## config.mk

```make
export PLATFORM = sky130hd
export DESIGN_NAME = pwmst_top
export DESIGN_NICKNAME = d
export VERILOG_FILES = /design/src/pwmst_pkg.sv /design/src/pwmst_top.sv
export SDC_FILE = /design/constraint.sdc
export NUM_CORES = 1
export LEC_CHECK = 0
export BUFFER_PORTS_ARGS = -buffer_cell sky130_fd_sc_hd__buf_2
export CAP_MARGIN = 20
export CORE_MARGIN = 2
export CORE_UTILIZATION = 45
export DETAILED_ROUTE_END_ITERATION = 16
export PLACE_DENSITY = 0.63
export SKIP_LAST_GASP = 1
export SLEW_MARGIN = 20
export SYNTH_ARGS = -nofsm -noshare
export SYNTH_HDL_FRONTEND = slang
export SYNTH_SLANG_ARGS = --single-unit
```

## constraint.sdc

```tcl
create_clock -name mclk_i -period 3.5 [get_ports mclk_i]
set_input_delay 0.175 -clock mclk_i [delete_from_list [all_inputs] [get_ports mclk_i]]
set_output_delay 0.175 -clock mclk_i [all_outputs]
set_load 0.01 [all_outputs]
```

## src/pwmst_pkg.sv

```systemverilog
// Functional notes
// RULE1 - output goes low when counter low byte equals duty value
// RULE2 - at low byte wrap output goes high only for nonzero duty
// RULE3 - frame index is counter bits 13:8 low six, compared with extension bits 7:2
// RULE4 - selected frame stays high one extra counter clock; others unchanged
// RULE5 - extension bit 7 stretches every odd frame
// RULE6 - extension bit 6 stretches frames 2, 6, 10 up to 62
// RULE7 - extension bit 5 stretches frames 4, 12, 20 up to 60
// RULE8 - bit 4 frames 8,24,40,56; bit 3 frames 16,48; bit 2 frame 32
// RULE9 - selections combine as union; frame 64 is never stretched
// RULE10 - each channel waveform is registered onto its own output pin
// RULE11 - software writes 20H to control to run undivided
// RULE12 - 14-bit up counter holds when stopped and resumes from held value
// RULE13 - counter runs only with control bit 5 set; reset clears control
// RULE14 - 3-bit divider field divides clock by one to eight
// RULE15 - extension bits 1 and 0 have no effect
// RULE16 - new duty and extension values take effect at next frame boundary
// RULE17 - both channels share counter and divider
package pwmst_pkg;

   localparam int          PWMST_NCH        = 2;
   localparam int          PWMST_CNT_W      = 14;
   // register indices; byte address is four times the index
   localparam logic [7:0]  PWMST_IDX_DUTY0  = 8'hF4;
   localparam logic [7:0]  PWMST_IDX_EXT0   = 8'hF5;
   localparam logic [7:0]  PWMST_IDX_DUTY1  = 8'hF6;
   localparam logic [7:0]  PWMST_IDX_EXT1   = 8'hF7;
   localparam logic [7:0]  PWMST_IDX_CTRL   = 8'hF8;
   localparam logic [7:0]  PWMST_IDX_COUNT  = 8'hF9;
   // control field positions
   localparam int          PWMST_RUN_BIT    = 5;
   localparam int          PWMST_DIV_LO     = 6;
   localparam int          PWMST_DIV_HI     = 7;
   localparam int          PWMST_DIV_TOP    = 4;
   localparam int          PWMST_EXT_LSB    = 2;
   localparam logic [7:0]  PWMST_CTRL_RST   = 8'h00;
   localparam logic [7:0]  PWMST_DUTY_RST   = 8'h00;
   localparam logic [7:0]  PWMST_EXT_RST    = 8'h00;
   localparam logic [31:0] PWMST_UNMAPPED   = 32'h0000_0000;

   typedef struct packed {
      logic [7:0]                      ctrl;
      logic [PWMST_NCH-1:0][7:0]       duty;
      logic [PWMST_NCH-1:0][7:0]       ext;
      logic [PWMST_NCH-1:0][7:0]       duty_a;
      logic [PWMST_NCH-1:0][5:0]       ext_a;
      logic [PWMST_NCH-1:0]            str;
      logic [PWMST_NCH-1:0]            pwm;
      logic [PWMST_CNT_W-1:0]          cnt;
      logic [2:0]                      pre;
      logic                            ack;
      logic [31:0]                     rdata;
   } pwmst_state_t;

   localparam pwmst_state_t PWMST_STATE_RST = '0;

endpackage

```

## src/pwmst_top.sv

```systemverilog
`timescale 1ns/1ps
module pwmst_top
   import pwmst_pkg::*;
(
   input  wire logic        mclk_i,
   input  wire logic        rst_n_i,
   input  wire logic        ce_i,
   input  wire logic [9:0]  address_i,
   input  wire logic        read_i,
   input  wire logic        write_i,
   input  wire logic [31:0] writedata_i,
   input  wire logic [3:0]  byteenable_i,
   output logic      [31:0] readdata_o,
   output logic             waitrequest_o,
   output logic             channel0_duty_value_o,
   output logic             channel1_duty_value_o
);

   // frame index f: cycle n is f=n for n<64, cycle 64 is f=0
   function automatic logic stretch_sel(input logic [5:0] e, input logic [5:0] f);
      logic s;
      s = 1'b0;
      // RULE5 odd frames
      s = s | (e[5] & f[0]);
      // RULE6 steps of four
      s = s | (e[4] & (f[1:0] == 2'h2));
      // RULE7 steps of eight
      s = s | (e[3] & (f[2:0] == 3'h4));
      // RULE8 remaining bits
      s = s | (e[2] & (f[3:0] == 4'h8));
      s = s | (e[1] & (f[4:0] == 5'h10));
      s = s | (e[0] & (f == 6'h20));
      return s;
   endfunction

   pwmst_state_t q;
   pwmst_state_t d;

   logic [7:0]             idx;
   logic                   req;
   logic                   run;
   logic [2:0]             div;
   logic                   tick;
   logic [PWMST_CNT_W-1:0] nxt;
   logic                   wrap;
   logic [8:0]             stop_at;

   assign idx = address_i[9:2];
   assign req = read_i | write_i;
   // RULE13 run bit gates the counter
   assign run = q.ctrl[PWMST_RUN_BIT];
   assign div = {q.ctrl[PWMST_DIV_TOP], q.ctrl[PWMST_DIV_HI], q.ctrl[PWMST_DIV_LO]};
   // RULE14 divider yields one tick per div+1 clocks
   // at-or-above, so a smaller field written mid-count cannot wrap it
   assign tick = run & (q.pre >= div);
   assign nxt = q.cnt + 14'h0001;
   assign wrap = (nxt[7:0] == 8'h00);

   // frozen clock enable must hold off the bus too
   assign waitrequest_o = req & (~q.ack | ~ce_i);
   assign readdata_o = q.rdata;
   // RULE10 pins come straight from flops
   assign channel0_duty_value_o = q.pwm[0];
   assign channel1_duty_value_o = q.pwm[1];

   always_comb
   begin
      d = q;
      stop_at = 9'h000;
      d.ack = req & ~q.ack;
      if (req & q.ack & write_i & byteenable_i[0])
      begin
         unique case (idx)
            PWMST_IDX_DUTY0: d.duty[0] = writedata_i[7:0];
            PWMST_IDX_EXT0:  d.ext[0] = writedata_i[7:0];
            PWMST_IDX_DUTY1: d.duty[1] = writedata_i[7:0];
            PWMST_IDX_EXT1:  d.ext[1] = writedata_i[7:0];
            PWMST_IDX_CTRL:  d.ctrl = writedata_i[7:0];
            default:         d.ctrl = q.ctrl;
         endcase
      end
      if (req & ~q.ack & read_i)
      begin
         unique case (idx)
            PWMST_IDX_DUTY0: d.rdata = {24'h000000, q.duty[0]};
            PWMST_IDX_EXT0:  d.rdata = {24'h000000, q.ext[0]};
            PWMST_IDX_DUTY1: d.rdata = {24'h000000, q.duty[1]};
            PWMST_IDX_EXT1:  d.rdata = {24'h000000, q.ext[1]};
            PWMST_IDX_CTRL:  d.rdata = {24'h000000, q.ctrl};
            PWMST_IDX_COUNT: d.rdata = {18'h00000, q.cnt};
            default:         d.rdata = PWMST_UNMAPPED;
         endcase
      end
      // RULE12 stopped counter and divider keep their values
      if (run)
      begin
         d.pre = tick ? 3'h0 : q.pre + 3'h1;
      end
      if (tick)
      begin
         // RULE17 one counter serves both channels
         d.cnt = nxt;
         for (int c = 0; c < PWMST_NCH; c++)
         begin
            if (wrap)
            begin
               // RULE16 shadow copies load only at frame start
               d.duty_a[c] = q.duty[c];
               // RULE15 bits 1:0 dropped here
               d.ext_a[c] = q.ext[c][7:PWMST_EXT_LSB];
               // RULE3 frame index versus extension
               // RULE9 union of all selections
               d.str[c] = stretch_sel(q.ext[c][7:PWMST_EXT_LSB], nxt[13:8]);
               // RULE2 zero duty stays low
               d.pwm[c] = (q.duty[c] != 8'h00);
            end
            else
            begin
               // RULE4 selected frame ends one clock later
               stop_at = {1'b0, q.duty_a[c]} + {8'h00, q.str[c]};
               // RULE1 fall at duty match
               if ({1'b0, nxt[7:0]} == stop_at)
               begin
                  d.pwm[c] = 1'b0;
               end
            end
         end
      end
   end

   // RULE13 reset clears control and pins
   always_ff @(posedge mclk_i)
   begin
      if (!rst_n_i)
      begin
         q <= PWMST_STATE_RST;
      end
      else if (ce_i)
      begin
         q <= d;
      end
   end
endmodule

```

Word level (Yosys, flattened, before mapping):

Index checks and enable logic that the tools add are counted.

* bits in registers: 110
* output and inout port bits: 35
* input port bits: 51

* bitwise operators: 33
* eq/ne operators: 13
* multiplexer cells: 6
* magnitude comparators: 1
* reduce and logical (&&, ||, !) cells: 16
* $add $sub $neg: 4

Operators by type and width (number)
* one-hot mux 14 bit (6 select lines): 1
* == test 8 bit (second input constant): 6
* AND reduction 3 bit: 8
* AND 1 bit: 19
* adder 8 x 1 -> 9 bit: 2
* == test 8 x 9 -> 1 bit: 2
* nonzero test 8 bit: 2
* adder 14 x 1 -> 14 bit (second input constant): 1
* OR 1 bit: 12
* zero test 8 bit: 1
* == test 6 bit (second input constant): 1
* AND reduction 2 bit: 3
* == test 5 bit (second input constant): 1
* == test 4 bit (second input constant): 1
* two-way mux 1 bit: 4
* nonzero test 2 bit: 2
* adder 3 x 1 -> 3 bit (second input constant): 1
* == test 3 bit (second input constant): 1
* greater-or-equal comparator 3 bit: 1
* two-way mux 3 bit: 1
* == test 2 bit (second input constant): 1
* NOT 1 bit: 2

Logic depth before layout (Yosys ltp):

Gate-level depths: netlist of the first run.

* depth in word-level cells: 8
* gate-level depth with buffers: 11
* gate-level depth less buffers: 9

Worst setup path before layout of the first run:

No wires, ideal clock.

* path kind: register to register
* from: register q[37] (netlist bit)
* to: register q[52] (netlist bit)
* slack: 1.209 ns
* arrival time: 2.164 ns
* stages on the path, launching flop included: 10
* required time: 3.372 ns
* cells stage by stage: dfxtp_1 ha_1 nand3_4 nor2_1 xnor2_2 and3_1 nand4_1 buf_2 a2111oi_0 nor2_1

* longest elaborated chain between the ends: 8
* elaborated cells between the ends (all ways): 19
* classes of those cells: add/sub (1); eq/ne (5); bitwise (11); reduce/logical (2)

RTL lines
* from (decl): RTL line pwmst_top.sv:36 `pwmst_state_t q;`
* from (signal assigned): RTL line pwmst_top.sv:136 `q <= PWMST_STATE_RST;`
* from (signal assigned): RTL line pwmst_top.sv:140 `q <= d;`
* adder 14 x 1 -> 14 bit (*): RTL line pwmst_top.sv:56 `assign nxt = q.cnt + 14'h0001;`
* == test 2 bit: RTL line pwmst_top.sv:26 `s = s | (e[4] & (f[1:0] == 2'h2));`
* AND 1 bit: RTL line pwmst_top.sv:26
* OR 1 bit: RTL line pwmst_top.sv:26
* OR 1 bit: RTL line pwmst_top.sv:28 `s = s | (e[3] & (f[2:0] == 3'h4));`
* OR 1 bit: RTL line pwmst_top.sv:30 `s = s | (e[2] & (f[3:0] == 4'h8));`
* OR 1 bit: RTL line pwmst_top.sv:31 `s = s | (e[1] & (f[4:0] == 5'h10));`
* OR 1 bit: RTL line pwmst_top.sv:32 `s = s | (e[0] & (f == 6'h20));`

Mark *: on every way between the ends. The rest lies on a longest branch, timed or not.
A chain may end at the register's enable or synchronous reset.

Worst setup path after layout of the first run:

* from: register q[39] (netlist bit)
* to: register q (netlist bit channel1_duty_value_o)

* longest elaborated chain between the ends: 4
* elaborated cells between the ends (all ways): 6
* classes of those cells: add/sub (1); eq/ne (1); mux (1); reduce/logical (3)

RTL lines (RTL line)
* adder 14 x 1 -> 14 bit (*): pwmst_top.sv:56
* == test 8 x 9 -> 1 bit / zero test 8 bit (equally long branches): pwmst_top.sv:122, pwmst_top.sv:57
* nonzero test 2 bit (no source line)
* AND reduction 3 bit (no source line)

Marked as above.

==> results of run 1 <==
[registers in the layout, indices dropped and copies added (netlist names)]
| name | flops |
|---|---|
| q | 73 |
| div | 3 |
| channel1_duty_value_o | 1 |
| channel0_duty_value_o | 1 |
| readdata_o | 14 |
[critical path: stages, from the launching register on]
cell and delay, ns:
dfxtp_1 0.62, nand4_4 0.20, or2_4 0.28, xor2_2 0.28
and3_1 0.23, and4_1 0.64, nand2_1 0.13, a21boi_0 0.19
[layout make-up]
| class | instances | area (um2) | area share, % |
|---|---|---|---|
| tap | 143 | 178.9 | 3.163 |
| clock buffer | 12 | 256.5 | 4.534 |
| sequential | 92 | 1842 | 32.56 |
| inverter | 6 | 22.52 | 0.3981 |
| timing repair buffer | 46 | 250.2 | 4.424 |
| multi-input combinational | 450 | 3052 | 53.95 |
| clock inverter | 4 | 55.05 | 0.9732 |
[kinds of logic (layout without fill, tap and decap cells)]
group	after synthesis	count (layout)	synth area share, %
flip-flops	92	92	35.01
AND/OR/NAND/NOR	234	234	24.07
multiplexers	43	43	8.991
AO/OA/AOI/OAI	95	95	12.56
XOR/XNOR	50	50	8.611
buffers and inverters	69	68	8.302
other	1	18	0.07129
adder cells (fa/ha/maj)	10	10	2.379
[power by group through the flow]
stage / logic, uW / registers, uW / clock network (uW)
global route: 107 / 1060 / 1070
global placement: 96.2 / 1080 / 0
CTS: 98.0 / 1060 / 1030
finish: 98.7 / 1060 / 1010
floorplan: 82.2 / 1080 / 0
detailed placement: 97.8 / 1080 / 0
[worst max path at each step]
stage	slack (ns)	startpoint	cells past startpoint	endpoint
2_1_floorplan	1.21	q[37]	9	q[52]
3_3_place_gp	0.90	q[39]	7	channel1_duty_value_o
3_5_place_dp	0.92	q[39]	7	q[79]
4_1_cts	0.87	q[39]	7	channel1_duty_value_o
5_1_grt	0.68	q[39]	7	q[72]
6_report	0.86	q[39]	7	channel1_duty_value_o
[cells in the mapped netlist, types with 4 or more instances]
library cell | number | area share, %
nor4_1 | 8 | 0.95
nor2_1 | 29 | 2.1
a21boi_0 | 34 | 4.9
xnor2_1 | 27 | 4.5
xor2_1 | 21 | 3.5
a31oi_1 | 7 | 0.83
nor3_1 | 6 | 0.57
and3_1 | 4 | 0.48
nand3_1 | 28 | 2.7
dfxtp_1 | 92 | 35
a22oi_1 | 13 | 1.9
nand2_1 | 82 | 5.9
mux2_2 | 4 | 0.86
nand2b_1 | 4 | 0.48
nor2b_1 | 34 | 4.0
mux2i_1 | 36 | 6.9
ha_1 | 10 | 2.4
o21ai_0 | 14 | 1.3
clkbuf_1 | 16 | 1.1
buf_4 | 33 | 4.7
buf_2 | 5 | 0.48
a21oi_1 | 11 | 1.0
and2_1 | 14 | 1.7
inv_1 | 6 | 0.43
[per-stage QoR]
| stage | instances | util [%] | setup WS [ns] | hold WS, ns | total power (uW) |
|---|---|---|---|---|---|
| floorplan | 611 | - | 1.209 | 0.3224 | 1162 |
| global placement | 737 | 46.81 | 0.8959 | 0.4490 | 1177 |
| detailed placement | 737 | 46.81 | 0.9192 | 0.4584 | 1178 |
| CTS | 753 | 49.54 | 0.8714 | 0.1390 | 2181 |
| global route | 753 | 49.54 | 0.6797 | 0.1537 | 2238 |
| finish | 753 | 49.54 | 0.8624 | 0.1549 | 2161 |
[layer usage]
layer / up-vias / global-route usage [%]
li1: 2034 / -
met3: 16 / 3.402
met2: 84 / 32.93
met1: 1948 / 28.07
met5: - / 0
met4: 0 / 5.285
==> flow_summary.ini, run 1 <==
[run_status]
status = finished clean

[detailed_routing]
routed.top_layer = met4
route.vias.total = 4082
wire_per_inst_um = 16.83
firstDrtPassIters = 4
drc_errors = 0
drt_iter0_markers = 260
wl_met2_mm = 5.956
viasPerCell = 5.421
wl_met3_um = 532
wl_mm = 12.68
wl_met1_mm = 5.991
drtAntennaViolNets = 0

[sta]
slew_violations = 0
fin_skew_ns = 0.008290
period_needed_ns = 2.638
fin_crit_sh_pct = 75.36
fmax_mhz = 379.1
fin_tns_setup_ns = 0
worst_slew_pin_slew_ns = 1.023
max_slew_margin_pct = 31.52
hold_violations = 0
setup_viol = 0
rsz0062_at_grt = no

[power_and_ir_drop]
p_per_area_nw_per_um2 = 382.0
pwr-share-comb_pct = 4.6
pwr-share-seq_pct = 48.9
power_switching_uw = 475.5
p_clk_share_pct = 46.5
internal_power_uw = 1685
p_sw_share_pct = 22.01
p_leak_uw = 0.002066
ir_drop_v = 0.0003076

[floorplanning]
die_h_um = 112.1
dieArea_um2 = 12570
initial_core_util_pct = 46.07
rows = 39
core_um2 = 11420
die_w_um = 112.1
num_io_pins = 86

[global_routing]
grt_use_total_pct = 20.24
grt_pass1_vias = 3856
grt_first_pass_wirelength_mm = 20.30
grt_overflow_total = 0
grt_start_max_net_pins = 62
antenna_found_initial = 0

[yosys]
syn_area_per_cell_um2 = 8.855
syn-instance-count = 594
synthFlopType = dfxtp_1
synth_edf_count = 0
synth_seq_cells = 92
yosysSeqAreaShare_pct = 35.01
yosysWarnings = 0
synth_cell_type_count = 62
netlist_area_um2 = 5260
ys_async_sr_fraction_pct = 0

[cts]
hold_buffers = 0
cts.repair.resized = 0
clk_latency_ns = 0.33
clk_pin_slew_worst_paths_ns = 0.07
cts_tree = built
cts_sinks = 92
h-tree-depth = 3
clock-root-buffer = clkbuf_16
clk_path_buf_depth = 2
numCtsBuffers = 9
post-cts-setup-buffer-count = 0

[placed_design]
finalWeightedCongestion = 0.8910
io_buffers = 38
dp_hpwl_mm = 9.191
placed_area_um2 = 5345

[worst_setup_path]
r2r_slack_ns = 0.86
crit_path_max_fanout = 19
reg2regPathDepth = 7
r2r-start = q[39]
cp-start-kind = register
cp.arrival_ns = 2.90
worst_ep_required_time_ns = 3.76
end_kind = register
r2r-end = channel1_duty_value_o
crit_type = register to register

[layout]
drive_above_1_share_pct = 13.93
n_antenna_cell = 0
layout_common_cells = dfxtp_1 (92), nand2_1 (82), buf_2 (38), mux2i_1 (36)
final_nets = 666
stdcell_area_um2 = 5657
nFillCells = 1114
area_growth_pct = 7.541
layout_commonest_cell = dfxtp_1

[min_path]
whs_path_depth = 3
worstHoldEndpoint = q[90]
min_path_type = input pin to register
min_from = writedata_i[0]

[job]
cap_violations = 0
No activity file was read; power rests on OpenSTA's default activity.
==> inputs of run 2 (changes only) <==
clock period = 2.6 ns   (was 3.5 ns; I/O delays follow)
==> run 2 against run 1 <==
Effect of this change: core utilization up 0.37 points; worst hold slack lost 0.075 ns; maximum frequency increased by 13%; sequential power grew 34%; count of clock-buffer cells in the layout fell by 2; register-to-register slack worse by 0.61 ns; critical endpoint is now q[73].
==> flow_summary.ini, run 2 (synthesis results as in run 1) <==
[run_status]
status = finished clean

[worst_setup_path]
cp.arrival_ns = 2.60
slowest_stage = dfxtp_1
reg2regPathDepth = 7
r2r-start = q[40]
crit_family = simple AND/OR/NAND/NOR gates
crit_type = register to register
path_depth = 7
end_kind = register
crit_path_max_fanout = 19
r2r_slack_ns = 0.26
crit_start = q[40]
r2r-end = q[73]
crit_chain = inv_1 > or2_4 > xor2_2 > and3_1 > and4_2 > nand2_1 > a21boi_0
critPathMaxStageDelay_ns = 0.58
worst_ep_required_time_ns = 2.86
critPathBufInv = 1
cp-start-kind = register

[floorplanning]
dieArea_um2 = 12570
rows = 39
core_um2 = 11420
num_io_pins = 86
die_w_um = 112.1
die_h_um = 112.1
initial_core_util_pct = 46.07

[layout]
layout_commonest_cell = dfxtp_1
layout_common_cells = dfxtp_1 (92), nand2_1 (82), buf_2 (38), mux2i_1 (36)
finalNonFillerCells = 762
n_antenna_cell = 0
largest_reg_flops = 73
stdcell_area_um2 = 5699
drive_above_1_share_pct = 15.67
final_util_pct = 49.91
top_register = q
final_nets = 675
area_growth_pct = 8.349
nFillCells = 1138

[cts]
hold_buffers = 0
clock-root-buffer = clkbuf_16
clk_pin_slew_worst_paths_ns = 0.07
clk_latency_ns = 0.34
cts.repair.resized = 0
clk_path_buf_depth = 2
post-cts-setup-buffer-count = 0
numCtsBuffers = 9
h-tree-depth = 3
cts_tree = built
cts_sinks = 92

[min_path]
worstHoldEndpoint = q[90]
min_from = writedata_i[0]
min_path_type = input pin to register
whs_path_depth = 3

[global_routing]
antenna_found_initial = 0
grt_overflow_total = 0
grt_use_total_pct = 20.35
grt_start_max_net_pins = 47
grt_pass1_vias = 3898
grt_first_pass_wirelength_mm = 20.39

[detailed_routing]
drc_errors = 0
drt_iter0_markers = 263
wl_mm = 12.55
drtAntennaViolNets = 0
route.vias.total = 4161
wire_per_inst_um = 16.48
firstDrtPassIters = 5
viasPerCell = 5.461

[power_and_ir_drop]
p_leak_uw = 0.002101
total_power_uw = 2795
ir_drop_v = 0.0003645
p_per_area_nw_per_um2 = 490.4

[sta]
fin_crit_sh_pct = 90.10
rsz0062_at_grt = no
slew_violations = 0
worst_slew_pin_slew_ns = 0.7617
hold_violations = 0
fin_skew_ns = 0.006082
fmax_mhz = 426.9
fin_tns_setup_ns = 0
period_needed_ns = 2.343
max_slew_margin_pct = 48.84
setup_viol = 0

[placed_design]
placed_area_um2 = 5413
io_buffers = 38
post-place-cells = 746
finalWeightedCongestion = 0.8808
dp_hpwl_mm = 9.342

[job]
cap_violations = 0
==> run 2: final cells by class <==
type / instances / area [um2] / area share [%]
inverter: 6 / 22.52 / 0.3952
timing repair buffer: 55 / 317.8 / 5.576
sequential: 92 / 1842 / 32.32
clock inverter: 6 / 38.79 / 0.6806
clock buffer: 10 / 239.0 / 4.193
multi-input combinational: 450 / 3060 / 53.70
tap: 143 / 178.9 / 3.139
==> run 2: layer usage <==
metal	global-route usage (%)	up-vias	part of all wire (%)
li1	-	2045	-
met2	33.05	105	48
met5	0	-	0
met1	28.11	2003	47
met3	4.374	8	4.5
met4	4.228	0	0.47
==> run 2: worst max path at each step <==
stage                            endpoint
finish                              q[73]
global route        channel0_duty_value_o
detailed placement                  q[81]
global placement                    q[52]
CTS                                 q[81]
floorplan                           q[52]
==> run 2: worst register-to-register path, delay by kind of cell (launching register included) <==
family	cells	cell delay, ns
XOR/XNOR	1	0.25
flip-flops	1	0.58
AO/OA/AOI/OAI	1	0.19
AND/OR/NAND/NOR	4	1.09
buffers and inverters	1	0.14
==> run 2: stage by stage <==
| stage | setup WS, ns | hold slack [ns] |
|---|---|---|
| 2_1_floorplan | 0.3087 | 0.2774 |
| 5_1_grt | 0.005959 | 0.07043 |
| 3_3_place_gp | 0.1871 | 0.4315 |
| 6_report | 0.2573 | 0.08016 |
| 3_5_place_dp | 0.09523 | 0.4350 |
| 4_1_cts | 0.07431 | 0.06275 |
==> run 2: power by group <==
part	switching (uW)	internal (uW)	total, uW
Clock	569	673	1240
Sequential	5.22	1420	1420
Combinational	82.6	48.1	131
Total	657	2140	2790
